==> src/p9gp_pkg.sv <==
// Package: register map, reset values and pin selection constants for the port block
package p9gp_pkg;
    // Register offsets (byte addresses)
    localparam logic [15:0] P9GP_DIR_OFS = 16'hfefe;
    localparam logic [15:0] P9GP_DATA_OFS = 16'hfeff;
    // Reset values
    localparam logic [7:0] P9GP_DIR_RST = 8'h00;
    localparam logic [7:0] P9GP_DATA_RST = 8'h00;
    // Value returned when the direction register is read
    localparam logic [7:0] P9GP_DIR_READ = 8'hff;
    // Pin positions
    localparam int P9GP_SCK_BIT = 7;
    localparam int P9GP_RXD_BIT = 6;
    localparam int P9GP_TXD_BIT = 5;
    localparam int P9GP_T3_BIT = 1;
    localparam int P9GP_T2_BIT = 0;
    // Clock pin functions
    typedef enum logic [1:0] {
        P9GP_CK_GPIO = 2'b00,
        P9GP_CK_OUT = 2'b01,
        P9GP_CK_IN = 2'b11
    } p9gp_ck_e;
    // Bus answer states, Gray coded
    typedef enum logic [1:0] {
        P9GP_IDLE = 2'b00,
        P9GP_ACK = 2'b01
    } p9gp_bus_e;
endpackage

==> src/p9gp_port.sv <==
// Port block: 8-bit I/O port with direction/data registers and pin sharing
//
// Summary of operation
// - Direction bit 1 drives, 0 inputs
// - Direction register write-only, reads all ones
// - Reset or hardware standby clears direction
// - Software standby keeps direction and output data
// - Software standby returns peripheral pins to GPIO
// - Data read: latch for outputs, pin otherwise
// - Pin selection independent of controller mode
// - Bit 7 clock pin selected by mode, enables
// - Bit 7 GPIO direction follows own bit
// - Receive enable makes bit 6 serial input
// - Transmit enable makes bit 5 serial output
// - Timer compare-A enables drive bits 1, 0
//
// Design decision made here: the Avalon-MM register port.
`timescale 1ns/10ps
module p9gp_port
    import p9gp_pkg::*;
(
    // Clock and reset
    input wire logic ref_clk,
    input wire logic rst,
    // Standby controls
    input wire logic hw_standby,
    input wire logic sw_standby,
    // Avalon-MM slave
    input wire logic [15:0] avs_address,
    input wire logic avs_read,
    input wire logic avs_write,
    input wire logic [7:0] avs_writedata,
    output logic [7:0] avs_readdata,
    output logic avs_waitrequest,
    // Serial interface controls and signals
    input wire logic serial_sync_mode,
    input wire logic clock_enable_high,
    input wire logic clock_enable_low,
    input wire logic receive_enable,
    input wire logic transmit_enable,
    input wire logic serial_clock_out,
    input wire logic serial_tx_data,
    output logic serial_clock_in,
    output logic serial_rx_data,
    // Timer compare-A controls and outputs
    input wire logic t3_compare_a_output_enable,
    input wire logic t2_compare_a_output_enable,
    input wire logic timer3_compare_a_output,
    input wire logic timer2_compare_a_output,
    // Pins
    input wire logic [7:0] pin_in,
    output logic [7:0] pin_out,
    output logic [7:0] pin_oe
);

    // Software-visible registers
    logic [7:0] dir_ff;
    logic [7:0] data_ff;
    // Bus answer state
    p9gp_bus_e bus_ff;
    // Per-pin combinational choice
    logic [7:0] nxt_pin_out;
    logic [7:0] nxt_pin_oe;
    logic [7:0] pin_rd;
    p9gp_ck_e ck_sel;
    // Peripherals stand released in software standby
    logic per_on;

    assign per_on = ~sw_standby;

    // Request decode
    logic req;
    logic hit_dir;
    logic hit_data;
    // Answer cycle: writes land here, with the request still held
    logic ans_cyc;
    assign req = (avs_read | avs_write) && (bus_ff == P9GP_IDLE);
    assign hit_dir = avs_address == P9GP_DIR_OFS;
    assign hit_data = avs_address == P9GP_DATA_OFS;
    assign ans_cyc = bus_ff == P9GP_ACK;

    // Bus handshake: one wait cycle, answer on the second edge
    always_ff @(posedge ref_clk or posedge rst) begin
        if (rst) begin
            bus_ff <= P9GP_IDLE;
        end else begin
            case (bus_ff)
                P9GP_IDLE: begin
                    // Any access is taken in idle
                    if (avs_read | avs_write) begin
                        bus_ff <= P9GP_ACK;
                    end
                end
                P9GP_ACK: begin
                    // Answer lasts one cycle
                    bus_ff <= P9GP_IDLE;
                end
                default: begin
                    bus_ff <= P9GP_IDLE;
                end
            endcase
        end
    end

    // Waitrequest low only in the answer cycle
    always_ff @(posedge ref_clk or posedge rst) begin
        if (rst) begin
            avs_waitrequest <= 1'b1;
        end else begin
            // Low in the cycle after the take edge
            avs_waitrequest <= ~req;
        end
    end

    // Direction register
    always_ff @(posedge ref_clk or posedge rst) begin
        if (rst) begin
            dir_ff <= P9GP_DIR_RST;
        end else if (hw_standby) begin
            dir_ff <= P9GP_DIR_RST;
        end else if (ans_cyc && avs_write && hit_dir) begin
            // Lands at the edge where waitrequest is seen low
            dir_ff <= avs_writedata;
        end
        // Software standby leaves it alone
    end

    // Data register latch, written for every bit
    always_ff @(posedge ref_clk or posedge rst) begin
        if (rst) begin
            data_ff <= P9GP_DATA_RST;
        end else if (hw_standby) begin
            data_ff <= P9GP_DATA_RST;
        end else if (ans_cyc && avs_write && hit_data) begin
            // Lands at the edge where waitrequest is seen low
            data_ff <= avs_writedata;
        end
    end

    // Data read value: latch for outputs, live pin for inputs
    generate
        for (genvar i = 0; i < 8; i++) begin : g_rd
            assign pin_rd[i] = dir_ff[i] ? data_ff[i] : pin_in[i];
        end
    endgenerate

    // Read data captured with the request
    always_ff @(posedge ref_clk or posedge rst) begin
        if (rst) begin
            avs_readdata <= 8'h00;
        end else if (req && avs_read) begin
            // Taken at the request edge, stands at the answer edge
            if (hit_dir) begin
                avs_readdata <= P9GP_DIR_READ;
            end else if (hit_data) begin
                avs_readdata <= pin_rd;
            end else begin
                avs_readdata <= 8'h00;
            end
        end
    end

    // Clock pin function from serial_sync_mode and the clock enables
    always_comb begin
        if (!per_on) begin
            ck_sel = P9GP_CK_GPIO;
        end else if (serial_sync_mode) begin
            ck_sel = clock_enable_high ? P9GP_CK_IN : P9GP_CK_OUT;
        end else if (clock_enable_high) begin
            // Asynchronous mode: high enable wins over low
            ck_sel = P9GP_CK_IN;
        end else if (clock_enable_low) begin
            ck_sel = P9GP_CK_OUT;
        end else begin
            ck_sel = P9GP_CK_GPIO;
        end
    end

    // Pin drivers: GPIO default then peripheral takeover
    always_comb begin
        nxt_pin_out = data_ff;
        nxt_pin_oe = dir_ff;
        // Bit 7 clock pin
        case (ck_sel)
            P9GP_CK_OUT: begin
                nxt_pin_out[P9GP_SCK_BIT] = serial_clock_out;
                nxt_pin_oe[P9GP_SCK_BIT] = 1'b1;
            end
            P9GP_CK_IN: begin
                nxt_pin_oe[P9GP_SCK_BIT] = 1'b0;
            end
            default: begin
                nxt_pin_oe[P9GP_SCK_BIT] = dir_ff[P9GP_SCK_BIT];
            end
        endcase
        // Bit 6 receive pin
        if (per_on && receive_enable) begin
            nxt_pin_oe[P9GP_RXD_BIT] = 1'b0;
        end
        // Bit 5 transmit pin
        if (per_on && transmit_enable) begin
            nxt_pin_out[P9GP_TXD_BIT] = serial_tx_data;
            nxt_pin_oe[P9GP_TXD_BIT] = 1'b1;
        end
        // Timer compare-A outputs
        if (per_on && t3_compare_a_output_enable) begin
            nxt_pin_out[P9GP_T3_BIT] = timer3_compare_a_output;
            nxt_pin_oe[P9GP_T3_BIT] = 1'b1;
        end
        // Bit 0 timer two compare-A
        if (per_on && t2_compare_a_output_enable) begin
            nxt_pin_out[P9GP_T2_BIT] = timer2_compare_a_output;
            nxt_pin_oe[P9GP_T2_BIT] = 1'b1;
        end
    end

    // Registered pin drive
    always_ff @(posedge ref_clk or posedge rst) begin
        if (rst) begin
            pin_out <= 8'h00;
            pin_oe <= 8'h00;
        end else begin
            pin_out <= nxt_pin_out;
            pin_oe <= nxt_pin_oe;
        end
    end

    // Registered peripheral inputs from the pins
    always_ff @(posedge ref_clk or posedge rst) begin
        if (rst) begin
            serial_clock_in <= 1'b0;
            serial_rx_data <= 1'b0;
        end else begin
            // Copied every cycle, whatever the pin's function
            serial_clock_in <= pin_in[P9GP_SCK_BIT];
            serial_rx_data <= pin_in[P9GP_RXD_BIT];
        end
    end
endmodule // p9gp_port

==> config.mk <==
export PLATFORM = sky130hd
export DESIGN_NAME = p9gp_port
export DESIGN_NICKNAME = d
export VERILOG_FILES = /design/src/p9gp_pkg.sv /design/src/p9gp_port.sv
export SDC_FILE = /design/constraint.sdc
export NUM_CORES = 1
export LEC_CHECK = 0
export BUFFER_PORTS_ARGS = -buffer_cell sky130_fd_sc_hd__buf_2
export CORE_MARGIN = 5
export CORE_UTILIZATION = 40
export DETAILED_ROUTE_END_ITERATION = 10
export GPL_TIMING_DRIVEN = 0
export PLACE_DENSITY = 0.68
export SYNTH_ARGS = -nofsm -noshare
export SYNTH_HDL_FRONTEND = slang
export SYNTH_SLANG_ARGS = --single-unit
==> constraint.sdc <==
create_clock -name ref_clk -period 3.2 [get_ports ref_clk]
set_input_delay 0.48 -clock ref_clk [delete_from_list [all_inputs] [get_ports ref_clk]]
set_output_delay 0.48 -clock ref_clk [all_outputs]
set_load 0.05 [all_outputs]
# Word-level counts from Yosys, hierarchy flattened
# Cells that the tools add are included.
# totals
word_cells	60
inputBits	49
out_inout_bits	27
reg_bits	45
# op_classes
n_bitwise	3
n_reduce_logical	12
mux	30
n_eq_ne	6
# ops
cell	count
$mux W8	6
$eq A16 B16 Y1 const B	2
$mux W1	17
$mux W2	6
$logic_and A1 B1 Y1	9
$eq A2 B1 Y1 const B	2
$reduce_bool A2 Y1	2
$eq A2 B2 Y1 const B	1
$logic_not A2 Y1	1
$ne A2 B2 Y1 const B	1
$not A1 Y1	2
$pmux W1 S2	1
$or A1 B1 Y1	1

# Depth between registers and ports, before layout
# Gate-level depths: netlist of the first run.
# logic_depth
ltp_word	6
depth_mapped	6
depth_no_buf	4

# Worst setup path after synthesis of the first run
# No wires, ideal clock.
# synth_path
path_kind	input-to-reg
from	input avs_address[8]
to	register dir_ff[4]
setup_ns	0.126
arrival_time_ns	1.446
required_time_ns	3.074
path_buffers	2
path_slack_ns	1.627
stages	6
cell_sequence	nand4b_1 > or3_1 > buf_6 > buf_8 > o21ai_0 > a21oi_1
# synth_via
elab_chain_len	3
# synth_rtl
item	line	rtl
start, declared	p9gp_port.sv:29	input wire logic [15:0] avs_address,
$eq A16 B16 Y1	p9gp_port.sv:78	assign hit_dir = avs_address == P9GP_DIR_OFS;
$logic_and A1 B1 Y1	p9gp_port.sv:121	end else if (ans_cyc && avs_write && hit_dir) begin
$reduce_bool A2 Y1 (no source line)	-	
end signal, assigned	p9gp_port.sv:123	dir_ff <= avs_writedata;
end, declared	p9gp_port.sv:57	logic [7:0] dir_ff;
# Every way passes these cells.
# A chain may end at the register's enable or synchronous reset.

# Worst setup path in the final report of the first run
# layout_path
from	register bus_ff[0]
to	register avs_readdata[6]
# layout_via
elab_chain_len	3
# layout_rtl
item	line	rtl
start, declared	p9gp_port.sv:60	p9gp_bus_e bus_ff;
start signal, assigned	p9gp_port.sv:85	bus_ff <= P9GP_IDLE;
start signal, assigned	p9gp_port.sv:91	bus_ff <= P9GP_ACK;
start signal, assigned	p9gp_port.sv:96	bus_ff <= P9GP_IDLE;
$logic_not A2 Y1	p9gp_port.sv:77	assign req = (avs_read | avs_write) && (bus_ff == P9GP_IDLE);
$logic_and A1 B1 Y1	p9gp_port.sv:77	
$logic_and A1 B1 Y1	p9gp_port.sv:151	end else if (req && avs_read) begin
end signal, assigned	p9gp_port.sv:156	avs_readdata <= pin_rd;
end, declared	p9gp_port.sv:33	output logic [7:0] avs_readdata,
# Every way passes these cells.

==> results of run 1 <==
## routing by layer
layer | up-vias | part of all wire, % | track usage [%]
met1 | 754 | 43 | 21.06
met2 | 86 | 45 | 23.46
met3 | 9 | 10 | 4.514
li1 | 739 | - | -
met4 | 0 | 2.1 | 5.912
met5 | - | 0 | 0
## metrics by stage
stage / total power [mW] / hold slack, ps
global route: 1.289 / 288.2
global placement: 0.8319 / 381.5
detailed placement: 0.8336 / 382.6
CTS: 1.251 / 290.9
finish: 1.239 / 299.5
floorplan: 0.7590 / 362.8
## synthesized netlist by cell type, drive strengths merged
cell type	n
and3	2
dfstp	1
o21ai	16
o22ai	8
nand4b	10
buf	7
mux2	12
clkdlybuf4s50	1
clkbuf	2
nor3	2
dfrtp	43
nor2	12
or3	1
a21oi	17
or2	4
nand4	11
nor2b	4
a21boi	2
nand2	1
inv	3
## cell families (layout without fill, tap and decap cells)
logic type,count (synthesis),in the layout
AO/OA/AOI/OAI,43,43
buffers and inverters,13,94
flip-flops,44,44
multiplexers,12,12
AND/OR/NAND/NOR,47,47
## flip-flops by register name, indices dropped and copies added (netlist names)
register,flops
avs_readdata,8
avs_waitrequest,1
bus_ff,1
data_ff,8
dir_ff,8
pin_oe,8
pin_out,8
serial_clock_in,1
serial_rx_data,1
## power by group through the flow
stage	Combinational [mW]	Sequential, mW	Clock (mW)
after floorplan	0.0611	0.698	0
after global placement	0.226	0.606	0
after detailed placement	0.228	0.606	0
after CTS	0.228	0.595	0.428
after global routing	0.243	0.598	0.448
final	0.226	0.594	0.418
## critical path, delay by kind of cell, from the launching register on
kind                   cells  cell delay (ps)
AND/OR/NAND/NOR            2              230
AO/OA/AOI/OAI              1              640
buffers and inverters      1              230
flip-flops                 1              420
## cell type report
cell class                      count  share of cell area (%)
Buffer                             10                   3.351
Clock buffer                        5                   2.880
Clock inverter                      3                   1.780
Inverter                            3                  0.4712
Multi-Input combinational cell    102                   27.38
Sequential cell                    44                   46.13
Tap cell                           52                   2.723
Timing Repair Buffer               73                   15.29
## worst paths after layout
kind | to | depth (start not counted) | startpoint | slack, ps
hold / removal | serial_clock_in | 1 | pin_in[7] | 300
setup / recovery | avs_readdata[6] | 4 | bus_ff[0] | 1540
min in group asynchronous | avs_readdata[7] | 2 | rst | 370
max in group asynchronous | dir_ff[2] | 2 | rst | 2290
setup reg to reg | avs_readdata[6] | 4 | bus_ff[0] | 1540
hold reg to reg | pin_out[2] | 0 | data_ff[2] | 400
==> run_results.csv, run 1 <==
group,metric,value,unit
detailed_routing,vias_per_cell,5.438,
worst_setup_path,timing.critical_path.from_type,"register",
global_routing,grt_pass1_vias,1625,
timing,worst-slew-pin-transition,881.0,ps
clock_network,cts_root_buffer,"sky130_fd_sc_hd__clkbuf_8",
detailed_routing,ant_nets,0,
detailed_routing,detailedRoute.firstPassIterationCount,4,
layout,leading_cell_type_in_the_layout_fill_and_taps_excluded,"sky130_fd_sc_hd__buf_2",
pwr,power.switching,0.3568,mW
pwr,ir_drop_worst_vdd,0.0003055,V
worst_setup_path,cp_slowest_stage_delay,640,ps
floorplan,starting_density_of_the_core,41.87,%
layout,area_growth,29.32,%
logic_synthesis,post_synthesis_adder_cell_area_fraction,0,%
worst_setup_path,critPathKind,"reg2reg",
logic_synthesis,syn_std_cell_area,1848,µm²
place,dpl_worst_slack,1317,ps
layout,utilization,54.14,%
timing,timing.final.ws_setup,1536,ps
pwr,clock_power_share,33.7,%
floorplan,core_area,4414,µm²
pwr,power_density,518.3,nW/µm²
place,place_congestion,0.7673,
worst_setup_path,crit_path_top_delay_cell,"sky130_fd_sc_hd__a21boi_1",
clock_network,post-cts-setup-buffers,0,
pwr,switching_share,28.81,%
logic_synthesis,yosys_warnings,0,
timing,crit_share_post_route,52.00,%
timing,timing_max_transition_violations_final,0,
floorplan,boundaryPins,76,
place,dpl-instance-area,2278,µm²
logic_synthesis,synth_compound_area_share,12.46,%
clock_network,cts_num_sinks,44,
timing,clock-skew-final,6.806,ps
clock_network,reg_clk_slew_reported_paths,80,ps
timing,totalNegativeSetupSlack,0,ps
logic_synthesis,synth.mux.area_fraction,7.312,%
logic_synthesis,net_count_synth,208,
floorplan,fp.dieW,77.97,µm
worst_setup_path,required_arrival_time_at_the_worst_endpoint,3350,ps
global_routing,grt.overflow.total,0,
layout,num_antenna_cells,0,
clock_network,cts_resized,0,
logic_synthesis,synth-xor-area-share,0,%
timing,finalCriticalPeriod,1664,ps
clock_network,cts_hold_buf,0,
layout,final_net_count,288,
flow_run,cap_violations,0,
timing,hold_viol_final,0,
clock_network,worstSkewPairLatency,300,ps
clock_network,numCtsBuffers,5,
clock_network,deepest_clock_path_buffer_count,2,
floorplan,rows,24,
global_routing,global_route_wire_length_before_repair,7610,µm
pwr,internal_power,0.8818,mW
detailed_routing,routed_wire_length_per_instance,15.77,µm
logic_synthesis,largest_family_of_logic_cells_by_synthesized_area,"simple AND/OR/NAND/NOR gates",
min_path,hold_path.class,"in2reg",
detailed_routing,wirelength,4604,µm
layout,post_route_cells_drive_above_1_share,45.42,%
clock_network,htreeDepth,2,
global_routing,track_usage,15.49,%
pwr,seq_power_share,48.0,%
logic_synthesis,yosys.area.top_type,"sky130_fd_sc_hd__dfrtp_1",
logic_synthesis,post-synth-top-area-fraction,58.23,%
run_status,status,"finished clean",
logic_synthesis,yosys.cell_types.count,27,
layout,finish.instance_area,2390,µm²
timing,report.final.setup_viol,0,
clock_network,tritoncts_clock_tree,"done",
global_routing,grt_antenna_before_repair,0,
worst_setup_path,worstSetupEndpointType,"register",
logic_synthesis,synth.yosys.seq_area_share,59.65,%
layout,fill_cells,433,
worst_setup_path,cp_cell_sequence,"nor2b_1 -> buf_2 -> a21boi_1 -> nor2_1",
layout,final-seq-area,1102,µm²
pwr,total_leakage_power,1.186,nW
detailed_routing,route.detailed.drc,0,
timing,slew_headroom,41.18,%
logic_synthesis,post_synth.cell_area_avg,11.62,µm²
logic_synthesis,synth.area.top_cells,"sky130_fd_sc_hd__dfrtp_1 (58%), sky130_fd_sc_hd__mux2_2 (7.3%), sky130_fd_sc_hd__nand4b_1 (4.7%)",
logic_synthesis,postSynthRegisterBits,44,
floorplan,die_outline_area,6079,µm²
place,port_buffers,73,
pwr,share_comb_of_total_power,18.3,%
logic_synthesis,synth_simple_gate_area_share,15.64,%
timing,setup_repair_after_global_routing_missed_its_margin,"false",
timing,timing.fmax,601.0,MHz
detailed_routing,detailroute.via_count,1588,
layout,multi_input_area,654.4,µm²
floorplan,dieHeight,77.97,µm
global_routing,grt_max_degree,45,
place,post-dp-hpwl,3287,µm
logic_synthesis,synthesis.instances,159,
worst_setup_path,crit_arrival,1820,ps
layout,stdcell_count,292,
worst_setup_path,crit_path_max_fanout,10,
detailed_routing,drt_iter0_markers,100,
layout,highest_count_cells_in_the_layout_ignoring_fill_and_taps,"sky130_fd_sc_hd__buf_2 (76), sky130_fd_sc_hd__dfrtp_1 (43), sky130_fd_sc_hd__a21oi_1 (17)",
place,total_placed_cells_including_tap_cells,284,
No activity file was read; power rests on OpenSTA's default activity.
==> run 2, diff against run 1 <==
- clock period: 3.2 -> 1.73 ns (I/O delays scaled with it)
==> run_results.csv, run 2 (same netlist as run 1, synthesis figures left out) <==
group,metric,value,unit
global_routing,track_usage,15.49,%
layout,area_growth,29.52,%
floorplan,fp.dieW,77.97,µm
worst_setup_path,r2r-start,"bus_ff[0]",
detailed_routing,drt_iter0_markers,107,
floorplan,die_outline_area,6079,µm²
pwr,total_leakage_power,1.187,nW
clock_network,reg_clk_slew_reported_paths,80,ps
global_routing,global_route_wire_length_before_repair,7610,µm
clock_network,post-cts-setup-buffers,0,
detailed_routing,route.detailed.drc,0,
global_routing,grt_max_degree,45,
layout,multi_input_area,658.1,µm²
run_status,status,"finished clean",
floorplan,rows,24,
worst_setup_path,crit_path_max_fanout,10,
worst_setup_path,slack_of_the_worst_reg_to_reg_path,270,ps
global_routing,grt_most_used_layer,"met2",
global_routing,grt_use_met3,4.514,%
worst_setup_path,worstSetupEndpointType,"register",
pwr,ir_drop_worst_vdd,0.0005673,V
layout,leading_cell_type_in_the_layout_fill_and_taps_excluded,"sky130_fd_sc_hd__buf_2",
worst_setup_path,required_arrival_time_at_the_worst_endpoint,1900,ps
detailed_routing,wirelength,4602,µm
detailed_routing,ant_nets,0,
timing,worst-slew-pin-transition,882.9,ps
layout,final-seq-area,1102,µm²
pwr,seq_power_share,48.0,%
worst_setup_path,timing.critical_path.from_type,"register",
worst_setup_path,critPathTopFamily,"compound AO/OA/AOI/OAI gates",
floorplan,starting_density_of_the_core,41.87,%
place,dpl-instance-area,2278,µm²
detailed_routing,detailedRoute.firstPassIterationCount,4,
timing,clock-skew-final,5.372,ps
layout,finish.instance_area,2394,µm²
layout,utilization,54.22,%
clock_network,cts_resized,0,
worst_setup_path,cp_slowest_stage_delay,450,ps
timing,timing_max_transition_violations_final,0,
layout,final_net_count,288,
flow_run,cap_violations,0,
layout,fill_cells,431,
pwr,power_density,956.7,nW/µm²
clock_network,htreeDepth,2,
global_routing,grt_antenna_before_repair,0,
timing,finalCriticalPeriod,1457,ps
pwr,switching_share,28.76,%
pwr,share_comb_of_total_power,18.3,%
pwr,internal_power,1.631,mW
detailed_routing,routed_wire_length_per_instance,15.76,µm
worst_setup_path,rr_endpoint,"avs_readdata[6]",
clock_network,worstSkewPairLatency,290,ps
timing,timing.fmax,686.5,MHz
place,port_buffers,73,
global_routing,grt.overflow.total,0,
min_path,worst_hold_startpoint,"pin_in[7]",
clock_network,numCtsBuffers,5,
min_path,whs_path_depth,1,
timing,crit_share_post_route,84.19,%
clock_network,cts_root_buffer,"sky130_fd_sc_hd__clkbuf_8",
timing,report.final.setup_viol,0,
layout,num_antenna_cells,0,
floorplan,core_area,4414,µm²
worst_setup_path,worstPathBufferInverterCount,1,
worst_setup_path,cp_cell_sequence,"nor2b_1 -> buf_2 -> a21boi_2 -> nor2_1",
clock_network,cts_num_sinks,44,
global_routing,grt_use_met2,23.46,%
clock_network,cts_hold_buf,0,
pwr,power.switching,0.6585,mW
min_path,worstHoldEndpoint,"serial_clock_in",
clock_network,deepest_clock_path_buffer_count,2,
detailed_routing,detailroute.via_count,1576,
min_path,hold_path.class,"in2reg",
worst_setup_path,crit_path_top_delay_cell,"sky130_fd_sc_hd__a21boi_2",
layout,post_route_cells_drive_above_1_share,45.83,%
worst_setup_path,crit_arrival,1620,ps
place,place_congestion,0.7673,
floorplan,dieHeight,77.97,µm
timing,setup_repair_after_global_routing_missed_its_margin,"false",
floorplan,boundaryPins,76,
worst_setup_path,critPathKind,"reg2reg",
global_routing,grt_pass1_vias,1625,
worst_setup_path,r2r_cells,4,
place,post-dp-hpwl,3287,µm
timing,hold_viol_final,0,
global_routing,grt.met1_usage,21.06,%
pwr,clock_power_share,33.7,%
layout,highest_count_cells_in_the_layout_ignoring_fill_and_taps,"sky130_fd_sc_hd__buf_2 (76), sky130_fd_sc_hd__dfrtp_1 (43), sky130_fd_sc_hd__a21oi_1 (17)",
timing,slew_headroom,41.05,%
detailed_routing,vias_per_cell,5.397,
clock_network,tritoncts_clock_tree,"done",
[run 2: per-stage QoR]
stage / setup slack (ps) / hold slack (ps) / TNS (ps) / power, mW / cells
final: 273.4 / 78.26 / 0 / 2.290 / 292
after global routing: 148.3 / 67.73 / 0 / 2.385 / 292
after CTS: 49.78 / 70.44 / 0 / 2.315 / 292
after detailed placement: 59.60 / 381.9 / 0 / 1.542 / 284
after global placement: -101.8 / 381.5 / -4285 / 1.539 / 284
after floorplan: 377.9 / 290.9 / 0 / 1.404 / 159
[run 2: layout make-up]
type | count | share of cell area [%]
sequential | 44 | 46.05
tap | 52 | 2.718
multi-input combinational | 102 | 27.50
clock inverter | 3 | 1.777
inverter | 3 | 0.4705
buffer | 10 | 3.346
timing repair buffer | 73 | 15.26
clock buffer | 5 | 2.875
[run 2: worst max-delay path by stage]
| stage | start | cells past startpoint | to | slack (ps) |
|---|---|---|---|---|
| floorplan | avs_address[8] | 6 | dir_ff[4] | 380 |
| global route | bus_ff[0] | 4 | avs_readdata[6] | 150 |
| finish | bus_ff[0] | 4 | avs_readdata[6] | 270 |
| detailed placement | bus_ff[0] | 4 | avs_readdata[6] | 60 |
| global placement | rst | 2 | pin_out[3] | -100 |
| CTS | bus_ff[0] | 4 | avs_readdata[6] | 50 |
[run 2: worst reg2reg max path: stages, from the launching register on]
cell and delay [ps]:
sky130_fd_sc_hd__dfrtp_1 420, sky130_fd_sc_hd__nor2b_1 110, sky130_fd_sc_hd__buf_2 240, sky130_fd_sc_hd__a21boi_2 450
sky130_fd_sc_hd__nor2_1 110
[run 2: metal layers]
layer	vias to the layer above	share of wire, %
met1	743	45
met5	-	0
met2	84	44
met4	0	2.0
met3	9	9.1
li1	740	-
[run 2: power groups by stage]
stage	clock (mW)	combinational [mW]	sequential, mW
after floorplan	0	0.113	1.29
final	0.772	0.419	1.10
after global routing	0.829	0.450	1.11
after detailed placement	0	0.422	1.12
after CTS	0.792	0.423	1.10
after global placement	0	0.419	1.12
==> run 3, diff against run 2 <==
- ABC_AREA: not set -> 1
- PLACE_DENSITY: 0.68 -> 0.67
- clock period: 1.73 -> 1.5 ns (I/O delays scaled with it)
==> run_results.csv, run 3 <==
group,metric,value,unit
pwr,total_leakage_power,1.597,nW
logic_synthesis,net_count_synth,281,
global_routing,grt.overflow.total,0,
layout,area_growth,29.15,%
worst_setup_path,worstSetupEndpointType,"register",
logic_synthesis,synth.yosys.seq_area_share,54.99,%
logic_synthesis,syn_std_cell_area,2004,µm²
layout,utilization,54.09,%
layout,fill_cells,492,
place,place_congestion,0.7748,
timing,worst-slew-pin-transition,479.5,ps
detailed_routing,route.detailed.drc,0,
timing,report.final.setup_viol,0,
clock_network,cts_root_buffer,"sky130_fd_sc_hd__clkbuf_8",
flow_run,cap_violations,0,
global_routing,grt_pass1_vias,1579,
detailed_routing,vias_per_cell,4.334,
worst_setup_path,required_arrival_time_at_the_worst_endpoint,1680,ps
floorplan,rows,25,
worst_setup_path,critPathKind,"reg2reg",
pwr,total_power,2.576,mW
worst_setup_path,crit_arrival,1480,ps
place,post-dp-hpwl,3495,µm
clock_network,reg_clk_slew_reported_paths,80,ps
detailed_routing,detailroute.via_count,1660,
place,port_buffers,74,
pwr,ir_drop_worst_vdd,0.0004650,V
layout,post_route_cells_drive_above_1_share,35.13,%
clock_network,htreeDepth,2,
clock_network,tritoncts_clock_tree,"done",
detailed_routing,routed_wire_length_per_instance,11.71,µm
timing,timing_max_transition_violations_final,0,
logic_synthesis,postSynthRegisterBits,44,
detailed_routing,wirelength,4486,µm
timing,setup_repair_after_global_routing_missed_its_margin,"false",
floorplan,die_outline_area,6527,µm²
place,dpl-instance-area,2486,µm²
detailed_routing,detailroute.wirelength.met3,189,µm
worst_setup_path,timing.critical_path.from_type,"register",
logic_synthesis,yosys_warnings,0,
global_routing,track_usage,14.89,%
pwr,share_comb_of_total_power,21.8,%
timing,crit_share_post_route,86.81,%
detailed_routing,highest-signal-layer,"met4",
clock_network,cts_resized,0,
timing,hold_viol_final,0,
floorplan,boundaryPins,76,
logic_synthesis,synth.area.top_cells,"sky130_fd_sc_hd__dfrtp_1 (54%), sky130_fd_sc_hd__nand2_1 (13%), sky130_fd_sc_hd__nand3_1 (8.2%)",
layout,num_antenna_cells,0,
min_path,hold_path.class,"in2reg",
global_routing,global_route_wire_length_before_repair,7383,µm
pwr,power.switching,0.8004,mW
clock_network,numCtsBuffers,5,
floorplan,starting_density_of_the_core,41.88,%
pwr,clock_power_share,28.8,%
timing,timing.fmax,768.0,MHz
floorplan,core_area,4786,µm²
place,dpl_worst_slack,205.0,ps
detailed_routing,drt_iter0_markers,44,
worst_setup_path,r2r-start,"bus_ff[0]",
detailed_routing,routed_met2_length,2288,µm
floorplan,fp.dieW,80.79,µm
pwr,seq_power_share,49.4,%
layout,finish.instance_area,2589,µm²
logic_synthesis,post-synth-top-area-fraction,53.68,%
logic_synthesis,synth_async_sr_flop_share,100.0,%
logic_synthesis,most_common_flop_cell_mapped_by_yosys,"sky130_fd_sc_hd__dfrtp_1",
worst_setup_path,crit_path_max_fanout,10,
min_path,worst_hold_startpoint,"pin_in[7]",
layout,final_net_count,364,
run_status,status,"finished clean",
logic_synthesis,post_synth.cell_area_avg,8.640,µm²
pwr,power_density,995.0,nW/µm²
floorplan,dieHeight,80.79,µm
logic_synthesis,yosys.area.top_type,"sky130_fd_sc_hd__dfrtp_1",
logic_synthesis,yosys.cell_types.count,21,
clock_network,worstSkewPairLatency,290,ps
detailed_routing,detailedRoute.firstPassIterationCount,4,
layout,highest_count_cells_in_the_layout_ignoring_fill_and_taps,"sky130_fd_sc_hd__buf_2 (77), sky130_fd_sc_hd__nand2_1 (67), sky130_fd_sc_hd__dfrtp_1 (43)",
pwr,internal_power,1.775,mW
timing,slew_headroom,67.98,%
logic_synthesis,synth_commonest_cells,"sky130_fd_sc_hd__nand2_1 (67), sky130_fd_sc_hd__dfrtp_1 (43), sky130_fd_sc_hd__inv_1 (39)",
layout,leading_cell_type_in_the_layout_fill_and_taps_excluded,"sky130_fd_sc_hd__buf_2",
clock_network,cts_num_sinks,44,
global_routing,grt_max_degree,25,
pwr,switching_share,31.08,%
detailed_routing,detail_route.wirelength.met1,1963,µm
timing,clock-skew-final,5.358,ps
worst_setup_path,worstSetupStartpoint,"bus_ff[0]",
layout,stdcell_count,383,
logic_synthesis,post-synth-top-count-cell,"sky130_fd_sc_hd__nand2_1",
logic_synthesis,synthesis.instances,232,
global_routing,grt_antenna_before_repair,0,
detailed_routing,ant_nets,0,
timing,timing.final.ws_setup,197.9,ps
place,total_placed_cells_including_tap_cells,374,
clock_network,deepest_clock_path_buffer_count,2,
logic_synthesis,number_of_enable_flip_flop_cells_after_synthesis,0,
timing,finalCriticalPeriod,1302,ps
==> run 3: repair_timing <==
action                    CTS  global route
buffers inserted            0             0
hold endpoints to repair   20             0
hold buffers                1             0
==> run 3: metrics by stage <==
stage | TNS, ps | hold slack [ps]
2_1_floorplan | 0 | 256.4
3_3_place_gp | -14780 | 356.1
3_5_place_dp | 0 | 277.5
4_1_cts | 0 | 45.56
5_1_grt | 0 | 37.85
6_report | 0 | 51.47
==> run 3: power by group through the flow <==
stage | clock, mW | sequential, mW | combinational [mW]
floorplan | 0 | 1.51 | 0.178
global placement | 0 | 1.30 | 0.550
detailed placement | 0 | 1.30 | 0.565
CTS | 0.769 | 1.27 | 0.568
global route | 0.827 | 1.28 | 0.613
finish | 0.743 | 1.27 | 0.561
==> run 3: path summary, 6_finish.rpt <==
check,slack (ps),cells after the start,end
setup / recovery,200,5,dir_ff[3]
hold / removal,50,1,serial_clock_in
setup reg to reg,200,5,dir_ff[3]
hold reg to reg,410,0,pin_out[4]
max in group asynchronous,450,4,avs_waitrequest
min in group asynchronous,500,3,data_ff[1]
==> run 3: area by class of cell <==
class	count	area (µm²)	area share, %
well taps	67	83.83	3.238
clock inverters	2	10.01	0.3867
plain buffers	4	30.03	1.160
inverters	41	153.9	5.945
flip-flops and latches	44	1102	42.58
multi-input cells	143	718.2	27.74
repair buffers	76	407.9	15.76
clock buffers	6	82.58	3.190
==> run 3: cells by family after synthesis <==
family	synth area share (%)
DFF	54.99
AOI/OAI and AO/OA	4.806
muxes	1.685
and+or+nand+nor	29.34
buffers and inverters	9.175
==> run 3: critical path: stages, from the launching register on <==
cell and delay, ps:
sky130_fd_sc_hd__dfrtp_1 380, sky130_fd_sc_hd__nand2_1 70, sky130_fd_sc_hd__clkinv_1 280, sky130_fd_sc_hd__buf_2 310
sky130_fd_sc_hd__nand3_1 100, sky130_fd_sc_hd__nand2_1 60
==> run 3: routing by layer <==
layer,up-vias,global-route usage [%]
met4,0,5.068
li1,875,-
met5,-,0
met1,748,18.89
met3,4,2.882
met2,33,25.50
